### src/logic/ast_pkg.sv
package ast_pkg;

	localparam int ADDR_W = 8;
	localparam int DATA_W = 32;
	localparam int RES_W = 10;
	localparam int NUM_CH = 4;
	localparam int CH_W = 2;
	localparam int PIN_W = RES_W * NUM_CH;

	// register byte offsets
	localparam logic [ADDR_W-1:0] OFS_MODE = 8'h00;
	localparam logic [ADDR_W-1:0] OFS_CLK_GATE = 8'h04;
	localparam logic [ADDR_W-1:0] OFS_RESULT = 8'h08;
	localparam logic [ADDR_W-1:0] OFS_IRQ_STAT = 8'h0C;
	localparam logic [ADDR_W-1:0] OFS_IRQ_MASK = 8'h10;
	localparam logic [ADDR_W-1:0] OFS_PORT2 = 8'h14;
	localparam logic [ADDR_W-1:0] OFS_CHAN = 8'h18;
	localparam logic [ADDR_W-1:0] OFS_STATUS = 8'h1C;

	// converter_mode_reg fields
	localparam int MODE_START_BIT = 7;
	localparam int MODE_CHSEL_BIT = 6;
	localparam int MODE_FR_LSB = 3;
	localparam int MODE_FR_W = 3;
	localparam logic [7:0] MODE_RST = 8'h00;

	// port2 register fields
	localparam int PORT2_DIR_BIT = 0;
	localparam int PORT2_OUT_BIT = 1;
	localparam logic PORT2_DIR_RST = 1'h1;

	localparam int IRQ_CONV_END_BIT = 0;
	localparam logic [CH_W-1:0] CHAN_RST = 2'h0;

	// left alignment of the result inside a 16-bit word
	localparam int RESULT_LSB = 6;
	localparam logic [RESULT_LSB-1:0] RESULT_PAD = 6'h00;

	// conversion length and sampling length, in conversion clocks
	localparam logic [4:0] CONV_FAD = 5'h13;
	localparam logic [4:0] SAMPLE_FAD = 5'h07;

	// conversion clock divider reload (ratio minus one) per speed code
	localparam logic [5:0] DIV_M1 [8] = '{6'h3F, 6'h1F, 6'h0F, 6'h07,
		6'h05, 6'h04, 6'h03, 6'h01};

	localparam logic [1:0] RESP_OKAY = 2'h0;
	localparam logic [1:0] RESP_SLVERR = 2'h2;

	typedef enum logic [0:0] {
		AST_IDLE = 1'b0,
		AST_CONVERT = 1'b1
	} ast_fsm_e;

	typedef struct packed {
		logic [PIN_W-1:0]  sync1;
		logic [PIN_W-1:0]  sync2;
		logic [7:0]        mode;
		logic              clk_gate;
		logic              port_dir;
		logic              port_out;
		logic [CH_W-1:0]   chan;
		logic              irq_stat;
		logic              irq_mask;
		logic              irq;
		logic [15:0]       result;
		logic [CH_W-1:0]   last_ch;
		logic [CH_W-1:0]   cur_ch;
		logic [RES_W-1:0]  held;
		ast_fsm_e          fsm;
		logic [5:0]        div_cnt;
		logic              fad_tick;
		logic [4:0]        fad_cnt;
		logic              aw_have;
		logic [ADDR_W-1:0] awaddr;
		logic              w_have;
		logic [DATA_W-1:0] wdata;
		logic [3:0]        wstrb;
		logic              awready;
		logic              wready;
		logic              bvalid;
		logic [1:0]        bresp;
		logic              arready;
		logic              rvalid;
		logic [DATA_W-1:0] rdata;
		logic [1:0]        rresp;
	} ast_state_s;

endpackage

### src/logic/ast_ctrl.sv
`timescale 1ns/10ps

// Summary of operation
// - Writing one to the start bit of the mode register begins a conversion once the clock-enable bit is also one.
// - At the end of a conversion the value goes to the result register and the end interrupt is raised in the same cycle.
// - Conversions start only from the software start bit, with no hardware trigger.
// - In select mode only the one chosen channel is converted.
// - In sequential mode conversions repeat while the start bit stays set, each raising the interrupt.
// - A dedicated conversion-end interrupt tells software that a new result is ready.
// - Channel zero, shared with port 2 bit 0, supplies the analog input when chosen.
// - The channel selection mode bit picks select mode at zero and scan mode at one.
// - The converter clock runs only while its clock-enable bit is one and stops at zero.
module ast_ctrl
	import ast_pkg::*;
(
	input  wire logic              aclk,
	input  wire logic              aresetn,
	input  wire logic [ADDR_W-1:0] s_axi_awaddr,
	input  wire logic [2:0]        s_axi_awprot,
	input  wire logic              s_axi_awvalid,
	output      logic              s_axi_awready,
	input  wire logic [DATA_W-1:0] s_axi_wdata,
	input  wire logic [3:0]        s_axi_wstrb,
	input  wire logic              s_axi_wvalid,
	output      logic              s_axi_wready,
	output      logic [1:0]        s_axi_bresp,
	output      logic              s_axi_bvalid,
	input  wire logic              s_axi_bready,
	input  wire logic [ADDR_W-1:0] s_axi_araddr,
	input  wire logic [2:0]        s_axi_arprot,
	input  wire logic              s_axi_arvalid,
	output      logic              s_axi_arready,
	output      logic [DATA_W-1:0] s_axi_rdata,
	output      logic [1:0]        s_axi_rresp,
	output      logic              s_axi_rvalid,
	input  wire logic              s_axi_rready,
	input  wire logic [RES_W-1:0]  analog_input_ch0,
	input  wire logic [RES_W-1:0]  analog_input_ch1,
	input  wire logic [RES_W-1:0]  analog_input_ch2,
	input  wire logic [RES_W-1:0]  analog_input_ch3,
	output      logic              port2_bit0_out,
	output      logic              port2_bit0_oe_n,
	output      logic              conversion_end_irq
);

	ast_state_s s_ff;
	ast_state_s nxt_s;

	logic                conv_done;
	logic                wr_fire;
	logic                wr_lo;
	logic [DATA_W-1:0]   rd_val;
	logic [1:0]          rd_resp;
	logic [RES_W-1:0]    pick;

	// one conversion finishes on this cycle
	assign conv_done = (s_ff.fsm == AST_CONVERT) && s_ff.mode[MODE_START_BIT]
		&& s_ff.fad_tick && (s_ff.fad_cnt == CONV_FAD - 5'h01);
	assign wr_fire = s_ff.aw_have && s_ff.w_have && !s_ff.bvalid;
	assign wr_lo = s_ff.wstrb[0];
	assign pick = s_ff.sync2[s_ff.cur_ch*RES_W +: RES_W];

	always_comb
	begin
		rd_val = '0;
		rd_resp = RESP_OKAY;
		unique case (s_axi_araddr)
			OFS_MODE:     rd_val[7:0] = s_ff.mode;
			OFS_CLK_GATE: rd_val[0] = s_ff.clk_gate;
			OFS_RESULT:   rd_val[15:0] = s_ff.result;
			OFS_IRQ_STAT: rd_val[IRQ_CONV_END_BIT] = s_ff.irq_stat;
			OFS_IRQ_MASK: rd_val[IRQ_CONV_END_BIT] = s_ff.irq_mask;
			OFS_PORT2:
			begin
				rd_val[PORT2_DIR_BIT] = s_ff.port_dir;
				rd_val[PORT2_OUT_BIT] = s_ff.port_out;
			end
			OFS_CHAN:     rd_val[CH_W-1:0] = s_ff.chan;
			OFS_STATUS:
			begin
				rd_val[0] = (s_ff.fsm == AST_CONVERT);
				rd_val[CH_W:1] = s_ff.last_ch;
			end
			default:      rd_resp = RESP_SLVERR;
		endcase
	end

	always_comb
	begin
		nxt_s = s_ff;
		// two-stage capture of the asynchronous analog sample words
		nxt_s.sync1 = {analog_input_ch3, analog_input_ch2,
			analog_input_ch1, analog_input_ch0};
		nxt_s.sync2 = s_ff.sync1;

		// write address and data taken in either order
		if (s_axi_awvalid && s_ff.awready)
		begin
			nxt_s.aw_have = 1'b1;
			nxt_s.awaddr = s_axi_awaddr;
		end
		if (s_axi_wvalid && s_ff.wready)
		begin
			nxt_s.w_have = 1'b1;
			nxt_s.wdata = s_axi_wdata;
			nxt_s.wstrb = s_axi_wstrb;
		end
		if (s_ff.bvalid && s_axi_bready)
			nxt_s.bvalid = 1'b0;

		if (wr_fire)
		begin
			nxt_s.aw_have = 1'b0;
			nxt_s.w_have = 1'b0;
			nxt_s.bvalid = 1'b1;
			nxt_s.bresp = RESP_OKAY;
			unique case (s_ff.awaddr)
				OFS_MODE:
					if (wr_lo)
						nxt_s.mode = s_ff.wdata[7:0];
				OFS_CLK_GATE:
					if (wr_lo)
						nxt_s.clk_gate = s_ff.wdata[0];
				OFS_RESULT:
					;
				OFS_IRQ_STAT:
					if (wr_lo && s_ff.wdata[IRQ_CONV_END_BIT])
						nxt_s.irq_stat = 1'b0;
				OFS_IRQ_MASK:
					if (wr_lo)
						nxt_s.irq_mask = s_ff.wdata[IRQ_CONV_END_BIT];
				OFS_PORT2:
					if (wr_lo)
					begin
						nxt_s.port_dir = s_ff.wdata[PORT2_DIR_BIT];
						nxt_s.port_out = s_ff.wdata[PORT2_OUT_BIT];
					end
				OFS_CHAN:
					if (wr_lo)
						nxt_s.chan = s_ff.wdata[CH_W-1:0];
				OFS_STATUS:
					;
				default:
					nxt_s.bresp = RESP_SLVERR;
			endcase
		end
		nxt_s.awready = !nxt_s.aw_have && !nxt_s.bvalid;
		nxt_s.wready = !nxt_s.w_have && !nxt_s.bvalid;

		// read channel: one outstanding read
		if (s_axi_arvalid && s_ff.arready)
		begin
			nxt_s.arready = 1'b0;
			nxt_s.rvalid = 1'b1;
			nxt_s.rdata = rd_val;
			nxt_s.rresp = rd_resp;
		end
		else if (s_ff.rvalid && s_axi_rready)
		begin
			nxt_s.rvalid = 1'b0;
			nxt_s.arready = 1'b1;
		end

		// conversion clock divider, halted while the gate is off
		nxt_s.fad_tick = 1'b0;
		if (!s_ff.clk_gate)
			nxt_s.div_cnt = '0;
		else if (s_ff.div_cnt == 6'h00)
		begin
			nxt_s.div_cnt = DIV_M1[s_ff.mode[MODE_FR_LSB +: MODE_FR_W]];
			nxt_s.fad_tick = 1'b1;
		end
		else
			nxt_s.div_cnt = s_ff.div_cnt - 6'h01;

		unique case (s_ff.fsm)
			AST_IDLE:
				// only the software start bit launches a conversion
				if (s_ff.mode[MODE_START_BIT] && s_ff.clk_gate)
				begin
					nxt_s.fsm = AST_CONVERT;
					nxt_s.fad_cnt = '0;
					nxt_s.cur_ch = s_ff.mode[MODE_CHSEL_BIT] ? CHAN_RST : s_ff.chan;
				end
			AST_CONVERT:
				if (!s_ff.mode[MODE_START_BIT])
					nxt_s.fsm = AST_IDLE;
				else if (s_ff.fad_tick)
				begin
					nxt_s.fad_cnt = s_ff.fad_cnt + 5'h01;
					// hold the input at the end of the sampling window
					if (s_ff.fad_cnt == SAMPLE_FAD - 5'h01)
						nxt_s.held = pick;
					if (conv_done)
					begin
						nxt_s.result = {s_ff.held, RESULT_PAD};
						nxt_s.last_ch = s_ff.cur_ch;
						nxt_s.fad_cnt = '0;
						if (s_ff.mode[MODE_CHSEL_BIT])
							nxt_s.cur_ch = s_ff.cur_ch + 2'h1;
						else
							nxt_s.cur_ch = s_ff.chan;
					end
				end
		endcase

		// completion event beats a same-cycle software clear
		if (conv_done)
			nxt_s.irq_stat = 1'b1;
		nxt_s.irq = nxt_s.irq_stat && nxt_s.irq_mask;

		if (!aresetn)
		begin
			nxt_s = '0;
			nxt_s.mode = MODE_RST;
			nxt_s.port_dir = PORT2_DIR_RST;
			nxt_s.chan = CHAN_RST;
			nxt_s.fsm = AST_IDLE;
			nxt_s.awready = 1'b1;
			nxt_s.wready = 1'b1;
			nxt_s.arready = 1'b1;
			nxt_s.bresp = RESP_OKAY;
			nxt_s.rresp = RESP_OKAY;
		end
	end

	always_ff @(posedge aclk)
	begin
		s_ff <= nxt_s;
	end

	assign s_axi_awready = s_ff.awready;
	assign s_axi_wready = s_ff.wready;
	assign s_axi_bvalid = s_ff.bvalid;
	assign s_axi_bresp = s_ff.bresp;
	assign s_axi_arready = s_ff.arready;
	assign s_axi_rvalid = s_ff.rvalid;
	assign s_axi_rdata = s_ff.rdata;
	assign s_axi_rresp = s_ff.rresp;
	assign port2_bit0_out = s_ff.port_out;
	assign port2_bit0_oe_n = s_ff.port_dir;
	assign conversion_end_irq = s_ff.irq;
endmodule

### config.mk
export PLATFORM = sky130hd
export DESIGN_NAME = ast_ctrl
export DESIGN_NICKNAME = d
export VERILOG_FILES = /design/src/logic/ast_pkg.sv /design/src/logic/ast_ctrl.sv
export SDC_FILE = /design/constraint.sdc
export NUM_CORES = 1
export LEC_CHECK = 0
export BUFFER_PORTS_ARGS = -buffer_cell sky130_fd_sc_hd__buf_2
export CAP_MARGIN = 10
export CORE_MARGIN = 2
export CORE_UTILIZATION = 50
export CTS_BUF_LIST = sky130_fd_sc_hd__clkbuf_8
export CTS_CLUSTER_DIAMETER = 80
export DETAILED_ROUTE_END_ITERATION = 10
export PLACE_DENSITY = 0.78
export RECOVER_POWER = 25
export SYNTH_ARGS = -nofsm -noshare
export SYNTH_HDL_FRONTEND = slang
export SYNTH_SLANG_ARGS = --single-unit
### constraint.sdc
create_clock -name aclk -period 1.9 [get_ports aclk]
set_input_delay 0.285 -clock aclk [delete_from_list [all_inputs] [get_ports aclk]]
set_output_delay 0.285 -clock aclk [all_outputs]
set_load 0.02 [all_outputs]
Yosys cells after proc, flatten, opt, wreduce, memory -nomap -nowiden:

Memories as Yosys holds them, arrays and structs flattened.
Index checks and enable logic that the tools add are counted.
Widths: inputs -> output; s select.

* magnitude comparators: 1
* eq/ne operators: 20
* add/subtract/negate cells: 3
* mux-type cells: 41
* reductions and logical operators: 34
* shift operators: 1
* bitwise logic cells: 2
* multiply operators: 1

Operators with widths (number)
* $eq 8x5->1 const B: 8
* $shiftx 40x7->10: 1
* $mux 37: 1
* $eq 8x4->1 const B: 4
* $mux 12: 2
* $mux 5: 4
* $pmux 5 s2: 2
* $mux 2: 9
* $mux 6: 3
* $eq 8x3->1 const B: 2
* $logic_not 8->1: 2
* $reduce_or 8->1: 2
* $logic_and 1x1->1: 15
* $reduce_and 3->1: 5
* $reduce_and 4->1: 3
* $mux 1: 11
* $mux 10: 1
* $mux 9: 1
* $mux 8: 1
* $pmux 1 s7: 1
* $logic_not 6->1: 1
* $sub 6x1->6 const B: 1
* $add 5x1->5 const B: 1
* $eq 5x3->1 const B: 1
* 15 further kinds: 21

* register bits: 204
* memories kept: 1
* input port bits: 105
* logic and storage cells: 135
* ROM bits: 48

Memory list
* (name not given): words 8, bits a word 6, read ports 1, clocked after memory_dff 0, wr ports 0, RTL line ast_ctrl.sv:170 `nxt_s.div_cnt = DIV_M1[s_ff.mode[MODE_FR_LSB +: MODE_FR_W]];`

Longest topological paths before layout:

* depth in word-level cells: 7
* depth in mapped cells: 8
* mapped depth without buffers: 6

Worst setup path after synthesis:

OpenSTA, ideal clock, no wires.

* path type: reg-to-reg
* start: register s_ff[78] (netlist name)
* end: register s_ff[138] (netlist name)
* slack: 0.034 ns
* clock period less this slack: 1.866 ns
* data required time: 1.772 ns
* path buffers: 1
* arrival: 1.739 ns
* cell stages (with the launch flop): 6
* path through: dfxtp_1 > or4_4 > buf_6 > nor4_4 > mux2i_1 > nor2_1

* longest elaborated chain between the ends: 2

Ends and longest elaborated chain
* start, declared: RTL line ast_ctrl.sv:46 `ast_state_s s_ff;`
* start signal, assigned: RTL line ast_ctrl.sv:229 `s_ff <= nxt_s;`
* $logic_not 8->1: RTL line ast_ctrl.sv:117 `unique case (s_ff.awaddr)`
* $reduce_and 3->1 (no source line)

Every way passes these cells.
A chain may end at the register's enable or synchronous reset.

Worst setup path after layout:

* start: register s_ff[80] (netlist name)
* end: register s_ff[141] (netlist name)

Same word-level chain as after synthesis.

==> qor.csv <==
stage,metric,value,unit
job,maxCapViolCount,0,
placement,dpl.hpwl,8420,um
grt,grt_first_pass_wirelength,19000,um
setup_path,cp_cell_sequence,or4b_4 > nor4_4 > buf_12 > mux2i_1 > nor2_1,
logic_synthesis,synth_simple_gate_area_frac,0.203,
clock_network,postCtsSetupBuffers,0,
logic_synthesis,synth_top_family_by_area,simple AND/OR/NAND/NOR gates,
clock_network,ctsResizeCount,0,
worst_hold_path,holdCritStartpoint,analog_input_ch3[8],
logic_synthesis,synth_fa_ha_area_frac,0.00770,
clock_network,cts_sinks,175,
floorplanning,placementRows,41,
clock_network,cts_buffers,17,
finish,final_design_area_no_fill,7370,um^2
clock_network,cts_hold_buf,0,
sta,setup_viol,0,
sta,slew-limit-headroom,0.370,
setup_path,cp_slowest_cell,or4b_4,
clock_network,cts_tree,yes,
sta,fmax,551,MHz
drt,dr.pass1.iters,4,
logic_synthesis,synth_compound_area_frac,0.0702,
outcome,status,completed,
power_and_ir_drop,clockPowerShare,0.369,
setup_path,cpPeakStageDelay,0.56,ns
logic_synthesis,syn-instance-count,638,
sta,setup_tns,0,ns
grt,grt_usage,0.168,
logic_synthesis,synthMuxAreaShare,0.102,
power_and_ir_drop,swShare,0.234,
floorplanning,io_pins,149,
power_and_ir_drop,p_sw,0.00158,W
clock_network,cts.path.max_buffers,2,
placement,postPlaceCellArea,6980,um^2
setup_path,worstPathArrival,2.14,ns
drt,drt_iter0_markers,295,
logic_synthesis,yosysWarnings,0,
grt,grt_max_degree,79,
drt,vias,4424,
drt,routed_wl,11600,um
sta,period_minus_slack,1.82,ns
sta,period_share,0.956,
logic_synthesis,synthTopCellsByArea,"dfxtp_1 54%, and2_1 8.0%, mux2i_1 6.0%",
logic_synthesis,yosys.area.top_type_share,0.539,
floorplanning,core,12700,um^2
drt,routed_via_density,4.93,
setup_path,end_kind,flip-flop,
power_and_ir_drop,irDropWorstVdd,571,uV
floorplanning,initial_core_util,0.513,
clock_network,h-tree-depth,4,
finish,layout.nets,823,
logic_synthesis,synth_area_per_cell,10.2,um^2
setup_path,r2r_start,s_ff[80]$_SDFFE_PN0P_,
sta,worst_pin_slew,0.944,ns
power_and_ir_drop,powerDensity,916,nW/um^2
clock_network,clk_pin_slew,0.09,ns
setup_path,timing_worst_setup_path_type,flip-flop to flip-flop,
logic_synthesis,synth_top_cell_by_area,dfxtp_1,
logic_synthesis,yosysSeqAreaShare,0.539,
drt,antenna_left,0,
floorplanning,die_area,13900,um^2
grt,grt-ovfl-total,0,
logic_synthesis,synth-seq-cells,175,
setup_path,critPathBufInv,1,
setup_path,required,2.22,ns
power_and_ir_drop,power_frac_comb,0.062,
setup_path,cp_max_fo,8,
floorplanning,die_h,118,um
drt,drcViolationCount,0,
power_and_ir_drop,pwr-share-seq,0.570,
clock_network,root_buffer,clkbuf_8,
clock_network,clk_latency,0.44,ns
finish,drive_gt1_frac,0.220,
placement,io_buffers,97,
setup_path,crit_family,simple AND/OR/NAND/NOR gates,
grt,antenna_found_initial,0,
placement,gp_congestion,0.795,
logic_synthesis,synth-main-ff-cell,dfxtp_1,
logic_synthesis,async_reset_ff_frac,0,
worst_hold_path,min_path_type,primary input to flip-flop,
logic_synthesis,syn_area,6500,um^2
sta,skew,0.00748,ns
grt,grt_pass1_vias,4141,
finish,area_growth,13.4,%
finish,n_antenna_cell,0,
power_and_ir_drop,intPower,0.00517,W
logic_synthesis,synth_edf_count,0,
sta,slew_viol_final,0,
setup_path,crit_start,s_ff[80]$_SDFFE_PN0P_,
sta,grt_setup_unrepaired,false,
logic_synthesis,ys_types,54,
logic_synthesis,synth-xor-area-share,0.0108,
power_and_ir_drop,p_leak,3.21,nW
drt,wire_per_inst,12.9,um
floorplanning,die_x,118,um
setup_path,start_kind,flip-flop,
sta,hold_violations,0,
[worst reg2reg max path, stage by stage (launching register included)]
cell and delay (ns):
dfxtp_1 0.37, or4b_4 0.56, nor4_4 0.32, buf_12 0.18
mux2i_1 0.21, nor2_1 0.06
[layout make-up]
type                            instances  area [um^2]
Clock buffer                           18          248
Clock inverter                         13          141
Fill cell                            1087         5300
Inverter                                8         30.0
Multi-Input combinational cell        402         2630
Sequential cell                       175         3500
Tap cell                              172          215
Timing Repair Buffer                  110          606
[state kept, by name, indices dropped and copies added (netlist names)]
signal and cells:
s_ff 149, s_axi_rdata 16, conversion_end_irq 1, port2_bit0_oe_n 1, port2_bit0_out 1, s_axi_arready 1, s_axi_awready 1, s_axi_bresp 1
s_axi_bvalid 1, s_axi_rresp 1, s_axi_rvalid 1, s_axi_wready 1
[kinds of logic (layout without fill, tap and decap cells)]
kind of cell	count (synthesis)	count (layout)
simple gates	248	248
flops	175	175
buf+inv	78	149
compound gates	71	71
mux	53	53
xor+xnor	8	8
fa+ha+maj	4	4
other cells	1	18
[final timing paths]
check | endpoint | slack [ns] | cells past startpoint
max | s_ff[141]$_SDFFE_PN0P_ | 0.08 | 5
min | s_ff[224]$_SDFF_PN0_ | 0.04 | 2
max reg2reg | s_ff[141]$_SDFFE_PN0P_ | 0.08 | 5
min reg2reg | s_ff[168]$_SDFF_PN0_ | 0.44 | 1
[cells in the mapped netlist (7+ instances only)]
master      n
o21ai_0     9
buf_4      36
and2_1     83
a21oi_1    31
nand3_1    10
a211oi_1    9
mux2i_1    39
clkbuf_1   30
nand2_1    54
inv_1       7
a32oi_1     9
nor2_1     64
mux4_2     10
dfxtp_1   175
[cells in the final DEF (no fill, tap or decap), types with 3 or more instances in the layout]
cell type,instances
a211oi_1,9
xor2_1,4
xnor2_1,4
a32oi_1,9
and2_1,79
nor2_1,64
inv_1,10
buf_2,97
mux2_2,4
nand2_1,54
clkbuf_8,18
ha_1,4
o21ai_0,9
nand3_1,10
nand3b_1,3
a21oi_1,31
buf_4,10
nand2b_1,4
conb_1,18
mux2i_1,39
inv_6,3
dfxtp_1,175
nor3_1,5
mux4_2,10
and2_0,4
nand4b_1,4
[layer usage]
layer / global-route usage / share of wire / vias up
met5: 0 / 0 / -
met4: 0.0738 / 0.018 / 0
met3: 0.0499 / 0.050 / 21
met2: 0.270 / 0.47 / 101
met1: 0.211 / 0.46 / 2051
li1: - / - / 2251
[stage by stage]
| step | utilization | hold slack (ns) | power (W) | setup slack, ns | cells |
|---|---|---|---|---|---|
| finish | 0.582 | 0.0413 | 0.00675 | 0.0840 | 898 |
| global route | 0.582 | 0.0131 | 0.00703 | 0.00648 | 898 |
| CTS | 0.582 | 0.0115 | 0.00682 | 0.0711 | 898 |
| detailed placement | 0.551 | 0.418 | 0.00435 | 0.0847 | 867 |
| global placement | 0.551 | 0.418 | 0.00433 | 0.116 | 867 |
| floorplan | - | 0.412 | 0.00423 | 0.0336 | 655 |
[power by group through the flow]
stage,clock network [W],registers (W),logic [W]
final,0.00249,0.00385,0.000416
after global routing,0.00271,0.00386,0.000463
after CTS,0.00256,0.00385,0.000419
after detailed placement,0,0.00393,0.000417
after global placement,0,0.00393,0.000402
after floorplan,0,0.00393,0.000305
No activity file was read; power rests on OpenSTA's default activity.
